===== src/shared/rpot_pkg.sv =====
`default_nettype none
package rpot_pkg;

    // ------------------------------------------------------------------
    // Register map
    // ------------------------------------------------------------------
    localparam logic [7:0] RELOAD_OFS = 8'h00;
    localparam logic [7:0] CTRL_OFS = 8'h04;
    localparam logic [7:0] COUNT_OFS = 8'h08;
    localparam logic [7:0] STATUS_OFS = 8'h0C;

    localparam logic [31:0] RELOAD_RST = 32'h00000000;
    localparam int FIRST_LSB = 0;
    localparam int SECOND_LSB = 16;
    localparam int HALF_W = 16;
    localparam int PULSE_W = 24;
    localparam logic [15:0] DUTY_EDGE = 16'hFFFF;

    // ------------------------------------------------------------------
    // Control register fields
    // ------------------------------------------------------------------
    localparam int CTRL_EN_BIT = 0;
    localparam int CTRL_MODE_LSB = 1;
    localparam int CTRL_LEVEL_BIT = 3;
    localparam int CTRL_FIRSTREQ_BIT = 4;
    localparam int CTRL_IRQEN_BIT = 5;
    localparam int CTRL_DMAEN_BIT = 6;
    localparam logic [6:0] CTRL_RST = 7'h00;

    // ------------------------------------------------------------------
    // Status register fields
    // ------------------------------------------------------------------
    localparam int STAT_RUN_BIT = 0;
    localparam int STAT_PHASE_BIT = 1;
    localparam int STAT_OUT_BIT = 2;

    typedef enum logic [1:0] {
        RPOT_MODE_PWM = 2'b00,
        RPOT_MODE_SHOT_PWM = 2'b01,
        RPOT_MODE_PULSE = 2'b10,
        RPOT_MODE_RSVD = 2'b11
    } rpot_mode_t;

    typedef struct packed {
        logic wr;
        logic rd;
        logic [7:0] addr;
        logic [31:0] wdata;
    } rpot_bus_req_t;

    typedef struct packed {
        logic irq;
        logic dma;
    } rpot_req_t;

endpackage
`default_nettype wire


===== src/rtl/rpot_timer.sv =====
// The placing of the registers and the plain strobed port were chosen for this implementation.
`timescale 1ns/1ps
`default_nettype none

// Function
// - PWM mode counts down, loads first value, then alternates second and first.
// - Each PWM phase lasts its reload value plus one count ticks.
// - Writing enable bit low halts the counter immediately.
// - PWM output is inverted level at start and even underflows, level at odd.
// - PWM mode requests at each even underflow.
// - An all-ones phase gives 0% or 100% duty, requests still raised.
// - Reload fields update on write and read back as written.
// - Loading the first value copies the second value into its buffer.
// - Software disable beats external enable in the same cycle.
// - Counter reads the new reload value at underflow, minus one next tick.
// - Output may change up to one count tick after enable.
// - One-shot PWM loads first, then second, stops at second underflow.
// - One-shot PWM output is level at start and end, inverted between.
// - One-shot PWM requests at both underflows, first one software gated.
// - One-shot PWM reload writes apply from the next start.
// - Pulse mode loads on tick after enable, counts to underflow, stops.
// - Pulse mode output is inverted at start, level at underflow.
// - Pulse mode requests at its single underflow.
// - Pulse mode stop at underflow beats external enable.
// - Pulse mode software enable write beats stop at underflow.
// - Pulse mode uses the low 24 bits as one reload value.
// - Writing a reload value never loads the counter directly.
module rpot_timer #(
    parameter int SYNC_STAGES = 3
) (
    input wire logic core_clk,
    input wire logic rst,
    input wire logic clkEn,
    input wire logic countTick,
    input wire logic extEnablePin,
    input wire rpot_pkg::rpot_bus_req_t busReq,
    output logic [31:0] busRdData,
    output logic outLevel,
    output rpot_pkg::rpot_req_t reqOut
);

    // ------------------------------------------------------------------
    // External enable synchroniser.
    // ------------------------------------------------------------------
    logic [SYNC_STAGES-1:0] extSync_ff;
    logic extStable_ff;
    logic extEnEdge;

    always_ff @(posedge core_clk or posedge rst) begin
        if (rst) begin
            extSync_ff <= '0;
        end else if (clkEn) begin
            extSync_ff <= {extSync_ff[SYNC_STAGES-2:0], extEnablePin};
        end
    end

    always_ff @(posedge core_clk or posedge rst) begin
        if (rst) begin
            extStable_ff <= 1'b0;
        end else if (clkEn && (extSync_ff[1] == extSync_ff[2])) begin
            extStable_ff <= extSync_ff[2];
        end
    end

    assign extEnEdge = (extSync_ff[1] == extSync_ff[2]) && extSync_ff[2] && !extStable_ff;

    // ------------------------------------------------------------------
    // Register writes.
    // ------------------------------------------------------------------
    logic [31:0] reload_ff;
    logic [6:0] ctrl_ff;
    logic reloadWr;
    logic ctrlWr;
    logic swEnWr;
    logic swDisWr;
    rpot_pkg::rpot_mode_t mode;
    logic level;

    assign reloadWr = busReq.wr && (busReq.addr == rpot_pkg::RELOAD_OFS);
    assign ctrlWr = busReq.wr && (busReq.addr == rpot_pkg::CTRL_OFS);
    assign swEnWr = ctrlWr && busReq.wdata[rpot_pkg::CTRL_EN_BIT];
    assign swDisWr = ctrlWr && !busReq.wdata[rpot_pkg::CTRL_EN_BIT];
    assign mode = rpot_pkg::rpot_mode_t'(ctrl_ff[rpot_pkg::CTRL_MODE_LSB +: 2]);
    assign level = ctrl_ff[rpot_pkg::CTRL_LEVEL_BIT];

    always_ff @(posedge core_clk or posedge rst) begin
        if (rst) begin
            reload_ff <= rpot_pkg::RELOAD_RST;
        end else if (clkEn && reloadWr) begin
            reload_ff <= busReq.wdata;
        end
    end

    always_ff @(posedge core_clk or posedge rst) begin
        if (rst) begin
            ctrl_ff <= rpot_pkg::CTRL_RST;
        end else if (clkEn && ctrlWr) begin
            ctrl_ff <= busReq.wdata[6:0];
        end
    end

    // ------------------------------------------------------------------
    // Counter control.
    // ------------------------------------------------------------------
    logic run_ff;
    logic pendLoad_ff;
    logic phase_ff;
    logic [23:0] count_ff;
    logic [15:0] secondBuf_ff;
    logic [15:0] shotFirst_ff;
    logic [15:0] shotSecond_ff;
    logic outLevel_ff;
    logic reqEvt;
    logic [23:0] nxt_count;
    logic nxt_phase;
    logic nxt_out;
    logic nxt_run;
    logic nxt_pend;
    logic nxt_reqEvt;
    logic copySecond;
    logic underflow;
    logic startReq;
    logic [15:0] firstVal;
    logic [15:0] secondVal;

    assign firstVal = reload_ff[rpot_pkg::FIRST_LSB +: rpot_pkg::HALF_W];
    assign secondVal = reload_ff[rpot_pkg::SECOND_LSB +: rpot_pkg::HALF_W];
    assign underflow = run_ff && !pendLoad_ff && countTick && (count_ff == 24'h000000);
    // Software disable wins over external enable in the same cycle.
    assign startReq = swEnWr || (extEnEdge && !swDisWr);

    always_comb begin
        nxt_count = count_ff;
        nxt_phase = phase_ff;
        nxt_out = outLevel_ff;
        nxt_run = run_ff;
        nxt_pend = pendLoad_ff;
        nxt_reqEvt = 1'b0;
        copySecond = 1'b0;
        if (pendLoad_ff && countTick) begin
            nxt_pend = 1'b0;
            nxt_phase = 1'b0;
            case (mode)
                rpot_pkg::RPOT_MODE_PWM: begin
                    copySecond = 1'b1;
                    if (firstVal == rpot_pkg::DUTY_EDGE) begin
                        nxt_count = {8'h00, secondVal};
                        nxt_phase = 1'b1;
                        nxt_out = level;
                    end else begin
                        nxt_count = {8'h00, firstVal};
                        nxt_out = !level;
                    end
                end
                rpot_pkg::RPOT_MODE_SHOT_PWM: begin
                    if (firstVal == rpot_pkg::DUTY_EDGE) begin
                        nxt_count = {8'h00, secondVal};
                        nxt_phase = 1'b1;
                        nxt_out = !level;
                    end else if (secondVal == rpot_pkg::DUTY_EDGE) begin
                        nxt_count = {8'h00, firstVal};
                        nxt_out = !level;
                    end else begin
                        nxt_count = {8'h00, firstVal};
                        nxt_out = level;
                    end
                end
                default: begin
                    nxt_count = reload_ff[rpot_pkg::PULSE_W-1:0];
                    nxt_out = !level;
                end
            endcase
        end else if (underflow) begin
            case (mode)
                rpot_pkg::RPOT_MODE_PWM: begin
                    if (!phase_ff && secondBuf_ff != rpot_pkg::DUTY_EDGE) begin
                        nxt_count = {8'h00, secondBuf_ff};
                        nxt_phase = 1'b1;
                        nxt_out = level;
                    end else if (phase_ff && firstVal == rpot_pkg::DUTY_EDGE) begin
                        copySecond = 1'b1;
                        nxt_count = {8'h00, secondVal};
                        nxt_out = level;
                        nxt_reqEvt = 1'b1;
                    end else begin
                        copySecond = 1'b1;
                        nxt_count = {8'h00, firstVal};
                        nxt_phase = 1'b0;
                        nxt_out = !level;
                        nxt_reqEvt = 1'b1;
                    end
                end
                rpot_pkg::RPOT_MODE_SHOT_PWM: begin
                    if (!phase_ff && shotSecond_ff != rpot_pkg::DUTY_EDGE) begin
                        nxt_count = {8'h00, shotSecond_ff};
                        nxt_phase = 1'b1;
                        nxt_out = !level;
                        nxt_reqEvt = ctrl_ff[rpot_pkg::CTRL_FIRSTREQ_BIT];
                    end else begin
                        nxt_run = 1'b0;
                        nxt_out = level;
                        nxt_reqEvt = 1'b1;
                    end
                end
                default: begin
                    nxt_run = 1'b0;
                    nxt_out = level;
                    nxt_reqEvt = 1'b1;
                end
            endcase
        end else if (run_ff && countTick && !pendLoad_ff) begin
            nxt_count = count_ff - 24'h000001;
        end
        // A start while stopped, or an enable write at stop, relaunches the counter.
        if (startReq && (!run_ff || !nxt_run)) begin
            if (swEnWr || !underflow) begin
                nxt_run = 1'b1;
                nxt_pend = 1'b1;
            end else begin
                nxt_run = 1'b0;
            end
        end
        if (swDisWr) begin
            nxt_run = 1'b0;
            nxt_pend = 1'b0;
            nxt_reqEvt = 1'b0;
        end
        if (ctrlWr && !nxt_run) begin
            nxt_out = busReq.wdata[rpot_pkg::CTRL_LEVEL_BIT];
        end
    end

    always_ff @(posedge core_clk or posedge rst) begin
        if (rst) begin
            run_ff <= 1'b0;
            pendLoad_ff <= 1'b0;
            phase_ff <= 1'b0;
            count_ff <= 24'h000000;
            outLevel_ff <= 1'b0;
            reqEvt <= 1'b0;
        end else if (clkEn) begin
            run_ff <= nxt_run;
            pendLoad_ff <= nxt_pend;
            phase_ff <= nxt_phase;
            count_ff <= nxt_count;
            outLevel_ff <= nxt_out;
            reqEvt <= nxt_reqEvt;
        end
    end

    always_ff @(posedge core_clk or posedge rst) begin
        if (rst) begin
            secondBuf_ff <= 16'h0000;
        end else if (clkEn && copySecond) begin
            secondBuf_ff <= secondVal;
        end
    end

    // The one-shot PWM pair is frozen at start so later writes wait for the next run.
    always_ff @(posedge core_clk or posedge rst) begin
        if (rst) begin
            shotFirst_ff <= 16'h0000;
            shotSecond_ff <= 16'h0000;
        end else if (clkEn && pendLoad_ff && countTick) begin
            shotFirst_ff <= firstVal;
            shotSecond_ff <= secondVal;
        end
    end

    // ------------------------------------------------------------------
    // Request outputs.
    // ------------------------------------------------------------------
    always_ff @(posedge core_clk or posedge rst) begin
        if (rst) begin
            reqOut <= '0;
        end else if (clkEn) begin
            reqOut.irq <= reqEvt && ctrl_ff[rpot_pkg::CTRL_IRQEN_BIT];
            reqOut.dma <= reqEvt && ctrl_ff[rpot_pkg::CTRL_DMAEN_BIT];
        end
    end

    assign outLevel = outLevel_ff;

    // ------------------------------------------------------------------
    // Register reads.
    // ------------------------------------------------------------------
    always_ff @(posedge core_clk or posedge rst) begin
        if (rst) begin
            busRdData <= 32'h00000000;
        end else if (clkEn) begin
            busRdData <= 32'h00000000;
            if (busReq.rd) begin
                if (busReq.addr == rpot_pkg::RELOAD_OFS) begin
                    busRdData <= reload_ff;
                end else if (busReq.addr == rpot_pkg::CTRL_OFS) begin
                    busRdData <= {25'h0, ctrl_ff[6:1], run_ff};
                end else if (busReq.addr == rpot_pkg::COUNT_OFS) begin
                    busRdData <= {8'h00, count_ff};
                end else if (busReq.addr == rpot_pkg::STATUS_OFS) begin
                    busRdData <= {29'h0, outLevel_ff, phase_ff, run_ff};
                end
            end
        end
    end

endmodule
`default_nettype wire


===== config.mk =====
export PLATFORM = sky130hd
export DESIGN_NAME = rpot_timer
export DESIGN_NICKNAME = d
export VERILOG_FILES = /design/src/shared/rpot_pkg.sv /design/src/rtl/rpot_timer.sv
export SDC_FILE = /design/constraint.sdc
export NUM_CORES = 1
export LEC_CHECK = 0
export ABC_CLOCK_PERIOD_IN_PS = 4870
export BUFFER_PORTS_ARGS = -buffer_cell sky130_fd_sc_hd__buf_4
export CORE_MARGIN = 2
export CORE_UTILIZATION = 58
export DETAILED_ROUTE_END_ITERATION = 10
export PLACE_DENSITY = 0.79
export SLEW_MARGIN = 20
export SYNTH_ARGS = -nofsm -noshare
export SYNTH_HDL_FRONTEND = slang
export SYNTH_SLANG_ARGS = --single-unit

===== constraint.sdc =====
create_clock -name core_clk -period 4.87 [get_ports core_clk]
set_clock_uncertainty 0.2 [all_clocks]
set_input_delay 0.2435 -clock core_clk [delete_from_list [all_inputs] [get_ports core_clk]]
set_output_delay 0.2435 -clock core_clk [all_outputs]
set_load 0.02 [all_outputs]

======== After elaboration in Yosys (flattened, before gate mapping) ========
Cells that the tools add are included.
storage, ports and cells
  register bits after elaboration ......... 138
  input port bits ......................... 47
  output and inout port bits .............. 35
cells by class
  $add $sub $neg .......................... 1
  eq/ne operators ......................... 13
  mux-type cells .......................... 54
  reduce and logical (&&, ||, !) cells .... 50
operator list
  cell                                                 number
  2-to-1 mux 24 bit                                    7
  2-to-1 mux 32 bit                                    2
  2-to-1 mux 16 bit                                    3
  case mux 24 bit (2 select lines)                     1
  2-to-1 mux 1 bit                                     35
  equality test 16 bit, second input constant          2
  != test 16 bit, second input constant                2
  logical AND 1 bit                                    26
  logical NOT 24 bit                                   1
  subtractor 24 x 1 -> 24 bit, second input constant   1
  equality test 8 x 4 -> 1 bit, second input constant  2
  logical NOT 1 bit                                    10
  case mux 1 bit (2 select lines)                      5
  nonzero test 3 bit                                   3
  equality test 8 x 3 -> 1 bit, second input constant  1
  logical NOT 8 bit                                    1
  != test 4 bit, second input constant                 2
  AND reduction 5 bit                                  1
  != test 4 x 1 -> 1 bit, second input constant        1
  AND reduction 4 bit                                  1
  logical OR 1 bit                                     3
  2-to-1 mux 3 bit                                     1
  != test 3 bit, second input constant                 1
  equality test 2 x 1 -> 1 bit, second input constant  1
  5 further kinds                                      5

======== Logic depth before layout (Yosys ltp) ========
  depth in word-level cells ............... 15
  mapped depth ............................ 11
  mapped depth without buffers ............ 8

======== Least setup slack after synthesis ========
OpenSTA, ideal clock, no wires.
  path type ............................... reg-to-reg
  from .................................... register count_ff[8]
  to ...................................... register secondBuf_ff[0]
  setup time .............................. 125 ps
  data arrival time ....................... 2021 ps
  required time ........................... 4545 ps
  path slack .............................. 2524 ps
  cell stages (with the launch flop) ...... 9
  clock period less this slack ............ 2346 ps
  path through ............................ dfrtp_1 > nor4_2 > nand4_2 > or2_1 > buf_6 > nor2_8 > o211ai_4 > buf_6 > mux2_4
on the way
  word-level cells in the longest chain between the ends .. 5
ends and longest elaborated chain
  element                   line               text
  start: declaration        rpot_timer.sv:108  logic [23:0] count_ff;
  start signal: assignment  rpot_timer.sv:245  count_ff <= nxt_count;
  logical NOT 24 bit        rpot_timer.sv:128  assign underflow = run_ff && !pendLoad_ff && countTick && (count_ff == 24'h000000);
  logical AND 1 bit         rpot_timer.sv:128
  2-to-1 mux 1 bit          rpot_timer.sv:173  end else if (underflow) begin
  2-to-1 mux 1 bit          rpot_timer.sv:140  if (pendLoad_ff && countTick) begin
  logical AND 1 bit         rpot_timer.sv:254  end else if (clkEn && copySecond) begin
  end signal: assignment    rpot_timer.sv:255  secondBuf_ff <= secondVal;
  end: declaration          rpot_timer.sv:109  logic [15:0] secondBuf_ff;
Every way passes these cells.
A chain may end at the register's enable or synchronous reset.

======== Final worst setup path ========
  from .................................... register count_ff[5]
  to ...................................... register count_ff[11]
on the way
  word-level cells in the longest chain between the ends .. 4
  elaborated cells on any way between the ends .. 10
ends and longest elaborated chain
  element                                                                   line
  subtractor 24 x 1 -> 24 bit / logical NOT 24 bit (equally long branches)  rpot_timer.sv:212, rpot_timer.sv:128
  2-to-1 mux 24 bit / logical AND 1 bit (equally long branches)             rpot_timer.sv:211, rpot_timer.sv:128
  2-to-1 mux 24 bit (tied with other cells)                                 rpot_timer.sv:173
  2-to-1 mux 24 bit / AND reduction 4 bit (equally long branches)           n/a
Parallel ways exist; a longest one is shown, timed or not. The select of a mux whose other input is x is not followed.

==> impl_metrics.ini <==
[outcome]
status = finished clean

[route]
drc = 0
vias = 6305
postRouteAntennaNets = 0
dr.pass1.iters = 6
drt_iter0_drc = 617
wl_per_cell_microns = 22.1
viasPerCell = 6.55
wl_mm = 21.2

[floorplanning]
core_sq_um = 12100
ios = 82
die_w_microns = 116
rows = 40
die_area_sq_um = 13400
fp.dieH_microns = 116
start_util_pct = 59.7

[cts]
ctsResizeCount = 0
cts.sinks = 137
path_clk_slew_ns = 0.06
cts_buffer_depth = 2
cts_tree = yes
postCtsSetupBuffers = 0
clk_latency_ns = 0.43
h-tree-depth = 4
hold_buffers = 34
cts_buffers = 17
cts-root-buf = clkbuf_16

[sta]
drv_slew = 0
whs_ns = 0.0628
worst_slew_pin_slew_ns = 1.04
period_share_pct = 68.4
fin_tns_setup_ns = 0
fmax_mhz = 300
setup_slack_ns = 1.54
finalSetupViolations = 0
finalHoldViolCount = 0
fin_crit_ns = 3.33
relSlewSlack_pct = 30.4
grt_setup_unrepaired = no

[critical_path]
startpoint_type = register
end_kind = register
crit_type = register to register
critPathMaxStageDelay_ns = 0.86
cp_cell_sequence = nor3_1 -> nand4_2 -> or2_1 -> buf_4 -> o21ai_2 -> a2111oi_0 -> a211o_1
cp_top_family = compound AO/OA/AOI/OAI gates
r2r-start = count_ff[5]
worstPathRequired_ns = 4.98
crit_arrival_ns = 3.44
r2r_cells = 7
setup.reg_to_reg.worst_slack_ns = 1.54
path_max_fanout = 23
path_buf_inv = 1
r2r_end = count_ff[11]
crit_slowest_cell = o21ai_2

[layout]
drive_above_1_share_pct = 27.1
nets = 833
area_growth_pct = 21.5
stdcell_area_sq_um = 8790
antennaDiodeCount = 0

[hold_path]
hold_end = pendLoad_ff
hold_depth = 3
hp-class = input port to register
holdCritStartpoint = countTick

[place]
dpl_cell_area_sq_um = 7890
io_buffers = 81
hpwlAfterDp_mm = 14.2
gp_congestion = 0.929
pre_cts_ws_ns = 1.67

[grt]
antenna_found_initial = 0
grt_overflow = 0
grt_max_degree = 71
grt_pass1_wl_mm = 33.5
grt_pass1_vias = 6035
grt_usage_pct = 33.4

[yosys]
synthCells = 687
yosysTopAreaCell = dfrtp_1
ys_top_cells_by_area = dfrtp_1 (47%), mux2_2 (10%), o211ai_1 (3.2%)
synth_ff_type = dfrtp_1
synth_edf_count = 0
ys_seq_area_share_pct = 47.4
yosys_warnings = 0
syn_nets = 737
async_reset_ff_share_pct = 100
syn-cell-area_sq_um = 7240
ys_ff_latch = 137
yosysTopAreaCellShare_pct = 47.4
avgSynthCellArea_sq_um = 10.5
synth_cell_type_count = 70

[power]
peakVddDrop_mv = 0.246
power.density_nw_per_um2 = 359
p_leak_nw = 3.91
finalPower_w = 0.00316

[run]
drv_cap = 0
## Yosys cell counts (3+ instances only)
cell / number
a211oi_1: 6
or2_2: 3
mux2i_1: 4
a21oi_1: 29
o311ai_0: 7
a2111oi_2: 3
nand2_1: 30
a22o_1: 6
dfrtp_1: 137
a2111oi_0: 4
buf_2: 6
nor2_1: 39
buf_6: 7
o31ai_1: 3
o2111ai_1: 7
o2bb2ai_1: 6
nor3_1: 13
nor4_1: 6
o21ai_0: 42
buf_1: 4
a221o_1: 5
o21a_1: 3
ha_1: 3
or3_1: 5
nand4_1: 17
o41ai_1: 5
mux2_2: 65
a22oi_1: 19
nand3_1: 9
o311a_1: 3
o22ai_1: 25
mux2_4: 10
clkbuf_1: 29
and3_1: 4
nand2b_1: 3
o211ai_1: 31
inv_1: 43
## registers in the layout, summed over array words and instances, names as in the netlist
signal and count:
reload_ff 32, ctrl_ff 6, secondBuf_ff 16, shotSecond_ff 16
reqEvt 1, outLevel 1, busRdData 32, extSync_ff 3
reqOut 2, count_ff 24, run_ff 1, extStable_ff 1
pendLoad_ff 1, phase_ff 1
## logic make-up (layout without fill, tap and decap cells)
kind of cell,Yosys count,in the layout,synth area share [%]
multiplexers,79,79,12.7
buffers and inverters,90,197,5.55
XOR/XNOR,2,2,0.242
adder cells (fa/ha/maj),3,3,0.519
AND/OR/NAND/NOR,148,148,10.9
AO/OA/AOI/OAI,228,228,22.6
flip-flops,137,137,47.4
## per-layer routing
metal	GRT usage (%)	routed length, microns	part of all wire (%)
met1	45.7	8710	41
met2	51.2	9870	46
met3	9.15	1990	9.4
met4	12.8	686	3.2
met5	0	0	0
## cell type report
type | count | area, sq um
clock buffers | 22 | 464
clock inverters | 8 | 97.6
fillers | 917 | 3320
inverters | 43 | 164
multi-input cells | 460 | 3410
flip-flops and latches | 137 | 3430
well taps | 168 | 210
repair buffers | 124 | 1020
## power by group
group          total (W)  internal (W)  switching [W]  leakage [nW]
combinational   0.000569      0.000229       0.000339          1.76
clock            0.00124      0.000771       0.000469         0.280
sequential       0.00135       0.00123       0.000121          1.87
## cell usage in the layout (no fill, tap or decap), types with 19 or more instances in the layout
cell and instances:
mux2_2 65, dfrtp_1 137, a21oi_1 29, o21ai_0 42, o211ai_1 31, o22ai_1 25
buf_4 90, dlygate4sd3_1 34, nand2_1 30, nor2_1 38, inv_1 42, a22oi_1 19
## per-stage QoR
step / utilization [%] / cells
after global routing: 72.6 / 962
after CTS: 72.6 / 962
after global placement: 65.1 / 898
final: 72.6 / 962
after floorplan: - / 687
after detailed placement: 65.1 / 898
## worst max path at each step
stage	from	to	slack, ns	cells after the start
after floorplan	rst	busRdData[0]	0.76	1
after global placement	count_ff[8]	count_ff[11]	1.78	7
after detailed placement	count_ff[5]	count_ff[14]	1.67	7
after CTS	count_ff[5]	count_ff[14]	1.64	7
after global routing	count_ff[20]	count_ff[11]	1.39	7
final	count_ff[5]	count_ff[11]	1.54	7
## worst reg2reg max path, delay by kind of cell (launching register included)
| family | cells | cell delay [ns] |
|---|---|---|
| AND/OR/NAND/NOR | 3 | 0.91 |
| flip-flops | 1 | 0.42 |
| AO/OA/AOI/OAI | 3 | 1.44 |
| buffers and inverters | 1 | 0.23 |
No activity file was read; power rests on OpenSTA's default activity.
